### src/inc/uart_irq_defines.svh
// Contract
// - All interrupt sources merge through one arbiter onto a single request.
// - An enabled pending source raises request; only the top-ranked one is shown in identification.
// - A disabled source is neither shown in identification nor requested.
// - Transmit-empty request rises when holding register or transmit FIFO empty.
// - Transmit-empty request is gated by its own enable bit.
// - Receive-data request: one character without FIFO, trigger level with FIFO.
// - Receive-data request is gated by the receive-data enable bit.
// - Data-ready flag shows only unread characters, never the trigger level.
// - Receive time-out request exists only while FIFOs are enabled.
// - Time-out after four idle character times with receive FIFO not empty.
// - Time-out fires even when the FIFO level is below trigger level.
// - Time-out shares the receive-data enable bit; no enable of its own.
// - No status flag shows time-out; only identification reveals it.
// - Line status request on overrun, parity, framing or break, if enabled.
// - Overrun, parity, framing and break bits readable in line status.
// - Modem request on CTS change without autoflow, or DSR, RI, DCD change.
// - Separate change flags for CTS, DSR, RI and DCD in modem status.
// - Three-bit type field: modem 0, transmit-empty 1, receive-data 2.
// - Line status outranks receive-data in the arbiter.
// - Four character times are 32, 36, 40 or 44 bits for 5 to 8 bits.
// - Character read, arrival or receiver reset clears time-out and timer.
`ifndef UART_IRQ_DEFINES_SVH
`define UART_IRQ_DEFINES_SVH

`define UART_OFS_ENABLE 8'h04
`define UART_OFS_IDENT 8'h08
`define UART_OFS_LINE 8'h14
`define UART_OFS_MODEM 8'h18

`define UART_EN_W 4
`define UART_EN_RST 4'h0
`define UART_EN_RX_DATA 0
`define UART_EN_TX_EMPTY 1
`define UART_EN_LINE 2
`define UART_EN_MODEM 3

`define UART_ID_NONE 0
`define UART_ID_TYPE_LO 1
`define UART_ID_FIFO_LO 6
`define UART_ID_RST 32'h0000_0001

`define UART_LS_READY 0
`define UART_LS_ERR_LO 1
`define UART_LS_TX_EMPTY 5

`define UART_MS_LVL_LO 4

`define UART_TO_BASE_BITS 6'h20
`define UART_TO_STEP_BITS 6'h04

`endif

### src/inc/uart_irq_pkg.sv
package uart_irq_pkg;

  typedef struct packed {
    logic brk;
    logic framing;
    logic parity;
    logic overrun;
  } line_err_s;

  typedef struct packed {
    logic dcd;
    logic ri;
    logic dsr;
    logic cts;
  } modem_s;

  typedef struct packed {
    logic line_status;
    logic rx_data;
    logic rx_timeout;
    logic tx_empty;
    logic modem_change;
  } req_s;

  typedef enum logic [2:0] {
    INT_MODEM = 3'h0,
    INT_TX_EMPTY = 3'h1,
    INT_RX_DATA = 3'h2,
    INT_LINE = 3'h3,
    INT_TIMEOUT = 3'h6
  } int_code_e;

  typedef enum logic [1:0] {
    ST_IDLE = 2'h1,
    ST_ANSWER = 2'h2
  } apb_state_e;

endpackage : uart_irq_pkg

### src/design/uart_irq_prio.sv
`timescale 1ns/1ps
module uart_irq_prio
  import uart_irq_pkg::*;
(
  // Enabled requests
  input wire req_s req,
  // Winner
  output int_code_e code,
  output logic pending
);

  function automatic int_code_e pick(input req_s r);
    if (r.line_status) begin
      pick = INT_LINE;
    end else if (r.rx_data) begin
      pick = INT_RX_DATA;
    end else if (r.rx_timeout) begin
      pick = INT_TIMEOUT;
    end else if (r.tx_empty) begin
      pick = INT_TX_EMPTY;
    end else begin
      pick = INT_MODEM;
    end
  endfunction : pick

  always_comb begin
    code = pick(req);
    pending = |req;
  end

endmodule : uart_irq_prio

### src/design/uart_rx_timeout.sv
`timescale 1ns/1ps
`include "uart_irq_defines.svh"
module uart_rx_timeout #(
  parameter int CNT_W = 6
) (
  // Clock and reset
  input wire logic pclk,
  input wire logic presetn,
  // Receiver state
  input wire logic fifo_en,
  input wire logic rx_nonempty,
  input wire logic rx_push,
  input wire logic rx_pop,
  input wire logic rx_reset,
  input wire logic bit_tick,
  input wire logic [1:0] word_len,
  // Result
  output logic timeout
);

  logic [CNT_W-1:0] cnt_reg, cnt_next;
  logic to_reg, to_next;
  logic [CNT_W-1:0] limit;
  logic restart;

  always_comb begin
    limit = CNT_W'(`UART_TO_BASE_BITS + `UART_TO_STEP_BITS * word_len);
    restart = rx_push || rx_pop || rx_reset || !fifo_en;
    cnt_next = cnt_reg;
    to_next = to_reg;
    if (restart || !rx_nonempty) begin
      cnt_next = '0;
      to_next = 1'b0;
    end else if (bit_tick && !to_reg) begin
      cnt_next = cnt_reg + 1'b1;
      // Level vs trigger not looked at, so residue drains
      if (cnt_reg + 1'b1 == limit) begin
        to_next = 1'b1;
      end
    end
  end

  always_ff @(posedge pclk or negedge presetn) begin
    if (!presetn) begin
      cnt_reg <= '0;
      to_reg <= 1'b0;
    end else begin
      cnt_reg <= cnt_next;
      to_reg <= to_next;
    end
  end

  assign timeout = to_reg;
endmodule : uart_rx_timeout

### src/design/uart_interrupt_arbiter.sv
`timescale 1ns/1ps
`include "uart_irq_defines.svh"
module uart_interrupt_arbiter
  import uart_irq_pkg::*;
#(
  parameter int ADDR_W = 8,
  parameter int LVL_W = 5
) (
  // Clock and reset
  input wire logic pclk,
  input wire logic presetn,
  // APB slave
  input wire logic psel,
  input wire logic penable,
  input wire logic pwrite,
  input wire logic [ADDR_W-1:0] paddr,
  input wire logic [31:0] pwdata,
  output logic [31:0] prdata,
  output logic pready,
  output logic pslverr,
  // Transmitter
  input wire logic tx_empty,
  // Receiver
  input wire logic fifo_en,
  input wire logic [LVL_W-1:0] rx_level,
  input wire logic [LVL_W-1:0] rx_trigger,
  input wire logic rx_push,
  input wire logic rx_pop,
  input wire logic rx_reset,
  input wire logic bit_tick,
  input wire logic [1:0] word_len,
  input wire line_err_s line_err,
  // Modem lines
  input wire modem_s modem_in,
  input wire logic autoflow_en,
  // To CPU
  output logic irq
);

  apb_state_e state_reg, state_next;
  logic pready_reg, pready_next;
  logic pslverr_reg, pslverr_next;
  logic [31:0] prdata_reg, prdata_next;
  logic [`UART_EN_W-1:0] interrupt_enable_reg, interrupt_enable_next;
  line_err_s err_reg, err_next, err_seen_reg, err_seen_next;
  modem_s delta_reg, delta_next, delta_seen_reg, delta_seen_next;
  modem_s prev_reg, prev_next;
  logic primed_reg, primed_next;
  logic irq_reg, irq_next;
  logic [31:0] interrupt_ident_reg, interrupt_ident_next;
  modem_s change;
  req_s raw, gated;
  int_code_e win_code;
  logic win_pending, to_req, done;
  logic [31:0] rd_val;

  function automatic logic is_reg(input logic [ADDR_W-1:0] a,
                                  input logic [7:0] ofs);
    is_reg = (a == ADDR_W'(ofs));
  endfunction : is_reg

  uart_rx_timeout u_timeout (
    .pclk(pclk),
    .presetn(presetn),
    .fifo_en(fifo_en),
    .rx_nonempty(rx_level != '0),
    .rx_push(rx_push),
    .rx_pop(rx_pop),
    .rx_reset(rx_reset),
    .bit_tick(bit_tick),
    .word_len(word_len),
    .timeout(to_req)
  );

  // Source conditions before gating
  always_comb begin
    change = primed_reg ? (modem_in ^ prev_reg) : '0;
    raw.tx_empty = tx_empty;
    raw.rx_data = fifo_en ? (rx_level >= rx_trigger && rx_level != '0)
                          : (rx_level != '0);
    raw.rx_timeout = to_req;
    raw.line_status = |err_reg;
    raw.modem_change = (delta_reg.cts && !autoflow_en) || delta_reg.dsr ||
                       delta_reg.ri || delta_reg.dcd;
    gated.tx_empty = raw.tx_empty &&
                     interrupt_enable_reg[`UART_EN_TX_EMPTY];
    gated.rx_data = raw.rx_data &&
                    interrupt_enable_reg[`UART_EN_RX_DATA];
    gated.rx_timeout = raw.rx_timeout &&
                       interrupt_enable_reg[`UART_EN_RX_DATA];
    gated.line_status = raw.line_status &&
                        interrupt_enable_reg[`UART_EN_LINE];
    gated.modem_change = raw.modem_change &&
                         interrupt_enable_reg[`UART_EN_MODEM];
  end

  uart_irq_prio u_prio (
    .req(gated),
    .code(win_code),
    .pending(win_pending)
  );

  // Read mux; time-out has no status bit of its own
  always_comb begin
    rd_val = 32'h0000_0000;
    if (is_reg(paddr, `UART_OFS_ENABLE)) begin
      rd_val[`UART_EN_W-1:0] = interrupt_enable_reg;
    end else if (is_reg(paddr, `UART_OFS_IDENT)) begin
      rd_val = interrupt_ident_reg;
    end else if (is_reg(paddr, `UART_OFS_LINE)) begin
      rd_val[`UART_LS_READY] = rx_level != '0;
      rd_val[`UART_LS_ERR_LO +: 4] = err_reg;
      rd_val[`UART_LS_TX_EMPTY] = tx_empty;
    end else if (is_reg(paddr, `UART_OFS_MODEM)) begin
      rd_val[3:0] = delta_reg;
      rd_val[`UART_MS_LVL_LO +: 4] = modem_in;
    end
  end

  // APB: one wait state, answer registered
  always_comb begin
    state_next = state_reg;
    pready_next = 1'b0;
    pslverr_next = 1'b0;
    prdata_next = prdata_reg;
    done = 1'b0;
    case (state_reg)
      ST_IDLE: begin
        if (psel && penable) begin
          state_next = ST_ANSWER;
          pready_next = 1'b1;
          prdata_next = pwrite ? 32'h0000_0000 : rd_val;
          pslverr_next = !(is_reg(paddr, `UART_OFS_ENABLE) ||
                           is_reg(paddr, `UART_OFS_IDENT) ||
                           is_reg(paddr, `UART_OFS_LINE) ||
                           is_reg(paddr, `UART_OFS_MODEM));
        end
      end
      ST_ANSWER: begin
        state_next = ST_IDLE;
        done = psel && penable;
      end
      default: begin
        state_next = ST_IDLE;
      end
    endcase
  end

  // Register effects at the completing edge only
  always_comb begin
    interrupt_enable_next = interrupt_enable_reg;
    err_seen_next = err_seen_reg;
    delta_seen_next = delta_seen_reg;
    if (state_reg == ST_IDLE && psel && penable) begin
      err_seen_next = err_reg;
      delta_seen_next = delta_reg;
    end
    if (done && pwrite && is_reg(paddr, `UART_OFS_ENABLE)) begin
      interrupt_enable_next = pwdata[`UART_EN_W-1:0];
    end
    // Clear only what the read returned; a later set is kept
    err_next = err_reg;
    delta_next = delta_reg;
    if (done && !pwrite && is_reg(paddr, `UART_OFS_LINE)) begin
      err_next = err_reg & ~err_seen_reg;
    end
    if (done && !pwrite && is_reg(paddr, `UART_OFS_MODEM)) begin
      delta_next = delta_reg & ~delta_seen_reg;
    end
    err_next = err_next | line_err;
    delta_next = delta_next | change;
    prev_next = modem_in;
    primed_next = 1'b1;
    irq_next = win_pending;
    interrupt_ident_next = 32'h0000_0000;
    interrupt_ident_next[`UART_ID_NONE] = !win_pending;
    interrupt_ident_next[`UART_ID_TYPE_LO +: 3] = win_pending ? win_code
      : INT_MODEM;
    interrupt_ident_next[`UART_ID_FIFO_LO +: 2] = {fifo_en, fifo_en};
  end

  always_ff @(posedge pclk or negedge presetn) begin
    if (!presetn) begin
      state_reg <= ST_IDLE;
      pready_reg <= 1'b0;
      pslverr_reg <= 1'b0;
      prdata_reg <= 32'h0000_0000;
    end else begin
      state_reg <= state_next;
      pready_reg <= pready_next;
      pslverr_reg <= pslverr_next;
      prdata_reg <= prdata_next;
    end
  end

  always_ff @(posedge pclk or negedge presetn) begin
    if (!presetn) begin
      interrupt_enable_reg <= `UART_EN_RST;
      err_reg <= '0;
      err_seen_reg <= '0;
      delta_reg <= '0;
      delta_seen_reg <= '0;
      prev_reg <= '0;
      primed_reg <= 1'b0;
      irq_reg <= 1'b0;
      interrupt_ident_reg <= `UART_ID_RST;
    end else begin
      interrupt_enable_reg <= interrupt_enable_next;
      err_reg <= err_next;
      err_seen_reg <= err_seen_next;
      delta_reg <= delta_next;
      delta_seen_reg <= delta_seen_next;
      prev_reg <= prev_next;
      primed_reg <= primed_next;
      irq_reg <= irq_next;
      interrupt_ident_reg <= interrupt_ident_next;
    end
  end

  assign prdata = prdata_reg;
  assign pready = pready_reg;
  assign pslverr = pslverr_reg;
  assign irq = irq_reg;
endmodule : uart_interrupt_arbiter

### config.mk
export PLATFORM = sky130hd
export DESIGN_NAME = uart_interrupt_arbiter
export DESIGN_NICKNAME = d
export VERILOG_FILES = /design/src/inc/uart_irq_pkg.sv /design/src/design/uart_irq_prio.sv /design/src/design/uart_rx_timeout.sv /design/src/design/uart_interrupt_arbiter.sv
export VERILOG_INCLUDE_DIRS = /design/src /design/src/inc
export SDC_FILE = /design/constraint.sdc
export NUM_CORES = 1
export LEC_CHECK = 0
export CELL_PAD_IN_SITES_DETAIL_PLACEMENT = 1
export CELL_PAD_IN_SITES_GLOBAL_PLACEMENT = 2
export CORE_MARGIN = 3
export CORE_UTILIZATION = 38
export CTS_BUF_LIST = sky130_fd_sc_hd__clkbuf_4 sky130_fd_sc_hd__clkbuf_8
export DETAILED_ROUTE_END_ITERATION = 7
export DONT_BUFFER_PORTS = 1
export HOLD_SLACK_MARGIN = 0.12
export PLACE_DENSITY_LB_ADDON = 0.1
export SLEW_MARGIN = 15
export SYNTH_ARGS = -nofsm -noshare
export SYNTH_HDL_FRONTEND = slang
export SYNTH_SLANG_ARGS = --single-unit
### constraint.sdc
create_clock -name pclk -period 2 [get_ports pclk]
set_input_delay 0.1 -clock pclk [delete_from_list [all_inputs] [get_ports pclk]]
set_output_delay 0.1 -clock pclk [all_outputs]
set_load 0.005 [all_outputs]
* Word-level counts from Yosys, hierarchy flattened
Index checks and enable logic that the tools add are counted.
** Storage, ports and cells
- Word-level logic and storage cells :: 116
- Memory bits (writable) :: 0
- Bits in registers :: 74
- Input bits :: 72
- Memories :: 0
- Latch bits :: 0
- Memory bits (read-only) :: 0
- Output and inout port bits :: 35
** Cells by class
- Reductions and logical operators :: 40
- Shift operators :: 0
- Equality and inequality tests :: 8
- Multiply operators :: 0
- Muxes and demuxes :: 28
- Bitwise logic cells :: 7
- Magnitude comparators :: 1
- Add/subtract/negate cells :: 2
- Div/mod/pow operators :: 0
** Operators by type and width (count)
- 2-to-1 mux 32 bit :: 1
- 2-to-1 mux 4 bit :: 5
- 2-to-1 mux 6 bit :: 3
- equality test 8 x 5 -> 1 bit (second input constant) :: 2
- logical AND 1 bit :: 16
- 2-to-1 mux 8 bit :: 2
- 2-to-1 mux 3 bit :: 4
- logical OR 1 bit :: 10
- 2-to-1 mux 1 bit :: 10
- bitwise AND 4 bit :: 2
- equality test 8 x 3 -> 1 bit (second input constant) :: 1
- equality test 8 x 4 -> 1 bit (second input constant) :: 1
- inverter 4 bit :: 2
- OR 4 bit :: 2
- logical NOT 1 bit :: 7
- adder 6 x 1 -> 6 bit (second input constant) :: 1
- adder 6 x 4 -> 6 bit (first input constant) :: 1
- equality test 6 bit :: 1
- 2-to-1 mux 2 bit :: 3
- >= comparator 5 bit :: 1
- nonzero test 5 bit :: 1
- OR reduction 5 bit :: 1
- AND reduction 2 bit :: 2
- nonzero test 2 bit :: 2
- 5 further kinds :: 5

* Logic depth before layout (Yosys ltp)
- Depth in word-level cells :: 8
- Gate-level depth with buffers :: 7
- Mapped depth without buffers :: 7

* Modules after synthesis
From an unflattened synthesis, not the netlist that was laid out.
** Unflattened totals
- Cell total of the unflattened synthesis :: 255
- Area, all modules :: 2586.2 sq um
** By module, submodules not included
- uart_interrupt_arbiter :: sequential area each 1078.5 sq um, area each 2137.0 sq um, cells each 208, instances 1
- uart_rx_timeout :: sequential area each 175.2 sq um, area each 410.4 sq um, cells each 42, instances 1
- uart_irq_prio :: sequential area each 0.0 sq um, area each 38.8 sq um, cells each 5, instances 1

* Worst setup path after synthesis
Ideal clock, no wire load.
- Path kind :: flip-flop to flip-flop
- Start :: register err_reg[1] in the netlist's numbering
- End :: register irq_reg (netlist: irq)
- Required time :: 1.869 ns
- Library setup time :: 0.131 ns
- Buffers on the path :: 0
- Slack :: 0.493 ns
- Clock period less this slack :: 1.507 ns
- Cell stages (with the launch flop) :: 4
- Data arrival time :: 1.376 ns
- Cell sequence :: dfrtp_1 o41ai_1 nand3_1 or3_1
** On the way
- Longest elaborated chain between the ends :: 3
** RTL lines
- start, declared :: RTL line uart_interrupt_arbiter.sv:45 : line_err_s err_reg, err_next, err_seen_reg, err_seen_next;
- start signal, assigned :: RTL line uart_interrupt_arbiter.sv:209 : err_reg <= err_next;
- OR reduction 4 bit :: RTL line uart_interrupt_arbiter.sv:82 : raw.line_status = |err_reg;
- logical AND 1 bit :: RTL line uart_interrupt_arbiter.sv:91 : gated.line_status = raw.line_status &&
- OR reduction 5 bit :: RTL line uart_irq_prio.sv:28 : pending = |req;
- named net irq_next :: RTL line uart_interrupt_arbiter.sv:49 : logic irq_reg, irq_next;
- end signal, assigned :: RTL line uart_interrupt_arbiter.sv:215 : irq_reg <= irq_next;
- end, declared :: RTL line uart_interrupt_arbiter.sv:49
The timed path passes the listed nets, and every way through them passes these cells.
A chain may end at the register's enable or synchronous reset.

* Final worst setup path
- Start :: register state_reg[0]
- End :: register prdata_reg[7] (netlist: prdata[7])
** On the way
- Longest elaborated chain between the ends :: 2
** RTL lines
- start, declared :: RTL line uart_interrupt_arbiter.sv:40 : apb_state_e state_reg, state_next;
- start signal, assigned :: RTL line uart_interrupt_arbiter.sv:189 : state_reg <= state_next;
- equality test 2 x 1 -> 1 bit :: RTL line uart_interrupt_arbiter.sv:127 : case (state_reg)
- AND reduction 2 bit (no source line)
- end signal, assigned :: RTL line uart_interrupt_arbiter.sv:192 : prdata_reg <= prdata_next;
- end, declared :: RTL line uart_interrupt_arbiter.sv:43 : logic [31:0] prdata_reg, prdata_next;
No other way between the ends.

==> impl_metrics.ini <==
[worst_setup_path]
start_kind = flop
startpoint = state_reg[0]
worstSetupPathType = flop to flop
slowest_stage = dlygate4sd3_1
slowest_delay_ns = 0.62
critical_path_required_ns = 2.22
r2r-start = state_reg[0]
cp_max_fo = 4
cp_common_cell = nand2_1
cp.arrival_ns = 1.97
endpoint_kind = flop
crit_chain = nand2_1, nor3_1, dlygate4sd3_1, nand2_1, o21ai_0

[clock_network]
postCtsResizedCells = 0
cts_sinks = 50
cts.clk_slew.worst_paths_ns = 0.09
cts_tree = yes
h-tree-depth = 2
clk_latency_ns = 0.30
cts_buffers = 5
cts_buffer_depth = 2
cts-root-buf = clkbuf_8
post_cts_buffers = 0

[sta]
slew_viol_final = 0
max_clock_freq_mhz = 570
finalSetupViolations = 0
finalCritPeriodShare_pct = 87.7
finClkSkew_ns = 0.0105
relSlewSlack_pct = 65.8
hold_viol_final = 0
rsz0062_at_grt = no
fin_crit_ns = 1.75
worst_pin_slew_ns = 0.512
final.setup.tns_ns = 0

[global_route]
overflow = 0
grt_pass1_vias = 2015
grt_max_degree = 51
grt_pass1_wl_um = 10200
antenna_found_initial = 0
grt_use_total_pct = 17.1

[place]
dp_hpwl_um = 4740
gp_congestion = 0.769
dpl_cell_area_um2 = 2630
port_buffers = 0

[synth]
ys.warnings.count = 0
synth.distinct_cells = 47
syn_area_um2 = 2610
syn-mean-instance-area_um2 = 9.81
synth-seq-area-share_pct = 48.0
syn_inst = 266
yosys_most_used_dff = dfrtp_1
synth_edf_count = 0
synth_seq_cells = 50
async_reset_ff_share_pct = 100

[drt]
drt_first_pass_iters = 4
drtIter0Drc = 54
final_antenna_net_count = 0
drc = 0
routed_wl_um = 6310
vias_per_cell = 5.21
avgRoutedWirePerCell_um = 17.0
vias = 1937

[layout]
syn_to_final_growth_pct = 14.7
final_common_cell = nand2_1
nets = 372
n_antenna_cell = 0
largest_register_ffs = 8
drive_above_1_share_pct = 9.15
mostFrequentLayoutCells = 51 x nand2_1, 48 x dfrtp_1, 25 x conb_1
fillCellCount = 746
fin_area_um2 = 2990

[flow_run]
drv_cap = 0

[floorplanning]
die_area_um2 = 7900
core_area_um2 = 6490
start_util_pct = 40.2
die_w_um = 88.9
rows = 29
die_h_um = 88.9
boundaryPins = 107

[power]
p_leak_nw = 1.36
max-vdd-ir-drop_uv = 332
power_density_nw_per_um2 = 677

[worst_hold_path]
hold_path.class = input pin to flop
hold_start = paddr[0]

[outcome]
outcome = complete, no violations
-- final cells by class --
type / count / area, um^2 / area share, %
clock buffer: 7 / 90.1 / 3.01
clock inverter: 1 / 30.0 / 1.00
inverter: 9 / 33.8 / 1.13
multi-input combinational: 200 / 1200 / 40.2
sequential: 50 / 1250 / 41.9
tap: 77 / 96.3 / 3.22
timing repair buffer: 28 / 285 / 9.53
-- cells by family after synthesis --
family	count (synthesis)	share of synthesized area (%)
xor gates and xnor gates	11	3.69
AOI/OAI and AO/OA	51	12.8
DFF	50	48.0
muxes	7	2.88
other	2	0.288
and+or+nand+nor	100	20.3
buffers and inverters	39	9.11
adders and majority gates	6	2.88
-- report_power, final --
part	internal (W)	switching (W)
Clock	0.000422	0.000323
Sequential	0.00106	0.0000254
Combinational	0.0000876	0.000114
-- cells in the mapped netlist (2+ instances only) --
master | n | area (um^2)
nor2b_1 | 4 | 25.0
buf_4 | 24 | 180
nor4_4 | 2 | 42.5
xor2_1 | 10 | 87.6
nor2_1 | 14 | 52.6
mux2i_1 | 3 | 30.0
nor3_1 | 6 | 30.0
or3_1 | 2 | 12.5
nand3_1 | 3 | 15.0
dfrtp_1 | 48 | 1200
conb_1 | 2 | 7.51
a22oi_1 | 4 | 30.0
ha_1 | 6 | 75.1
a21o_1 | 4 | 30.0
nand2_1 | 51 | 191
mux2_2 | 4 | 45.0
o22ai_1 | 4 | 25.0
inv_1 | 8 | 30.0
clkbuf_1 | 4 | 15.0
o41ai_1 | 2 | 17.5
a22o_1 | 9 | 78.8
a21oi_1 | 9 | 45.0
nand4_1 | 2 | 12.5
o21ai_0 | 14 | 70.1
nand2b_1 | 4 | 25.0
dfstp_2 | 2 | 52.6
-- stage by stage --
step                hold slack (ns)  setup slack [ns]  total power (W)  cells  utilization [%]
floorplan                    -0.196             0.493          0.00124    289                -
global placement             -0.194             0.388          0.00123    341             40.4
detailed placement           -0.193             0.381          0.00124    341             40.4
CTS                           0.159             0.247          0.00205    372             46.1
global route                  0.167             0.144          0.00214    372             46.1
finish                        0.159             0.247          0.00203    372             46.1
-- worst paths after layout --
path                       slack, ns  depth (start not counted)                endpoint
max reg2reg                     0.25                          5               prdata[7]
max                             0.25                          5               prdata[7]
min                             0.16                          3               prdata[4]
min reg2reg                     0.49                          2       delta_seen_reg[3]
max in group asynchronous       1.41                          2            state_reg[0]
min in group asynchronous       0.31                          2  interrupt_ident_reg[1]
-- metal layers --
layer	track usage (%)	vias to the layer above	routed length [um]
met2	28.2	53	3110
met5	0	-	0
met4	3.57	0	45
met1	22.8	950	2760
met3	4.38	5	399
li1	-	929	-
-- critical path, delay by kind of cell (launching register included) --
kind | cells | cell delay (ns)
buf+inv | 1 | 0.62
compound gates | 1 | 0.16
simple gates | 3 | 0.33
flops | 1 | 0.57
-- what timing repair did --
item / in CTS / in global routing
endpoints found under the setup margin: 0 / 0
hold buffers: 23 / 0
endpoints found under the hold margin: 77 / 0
Power figures use the tool's default switching activity.
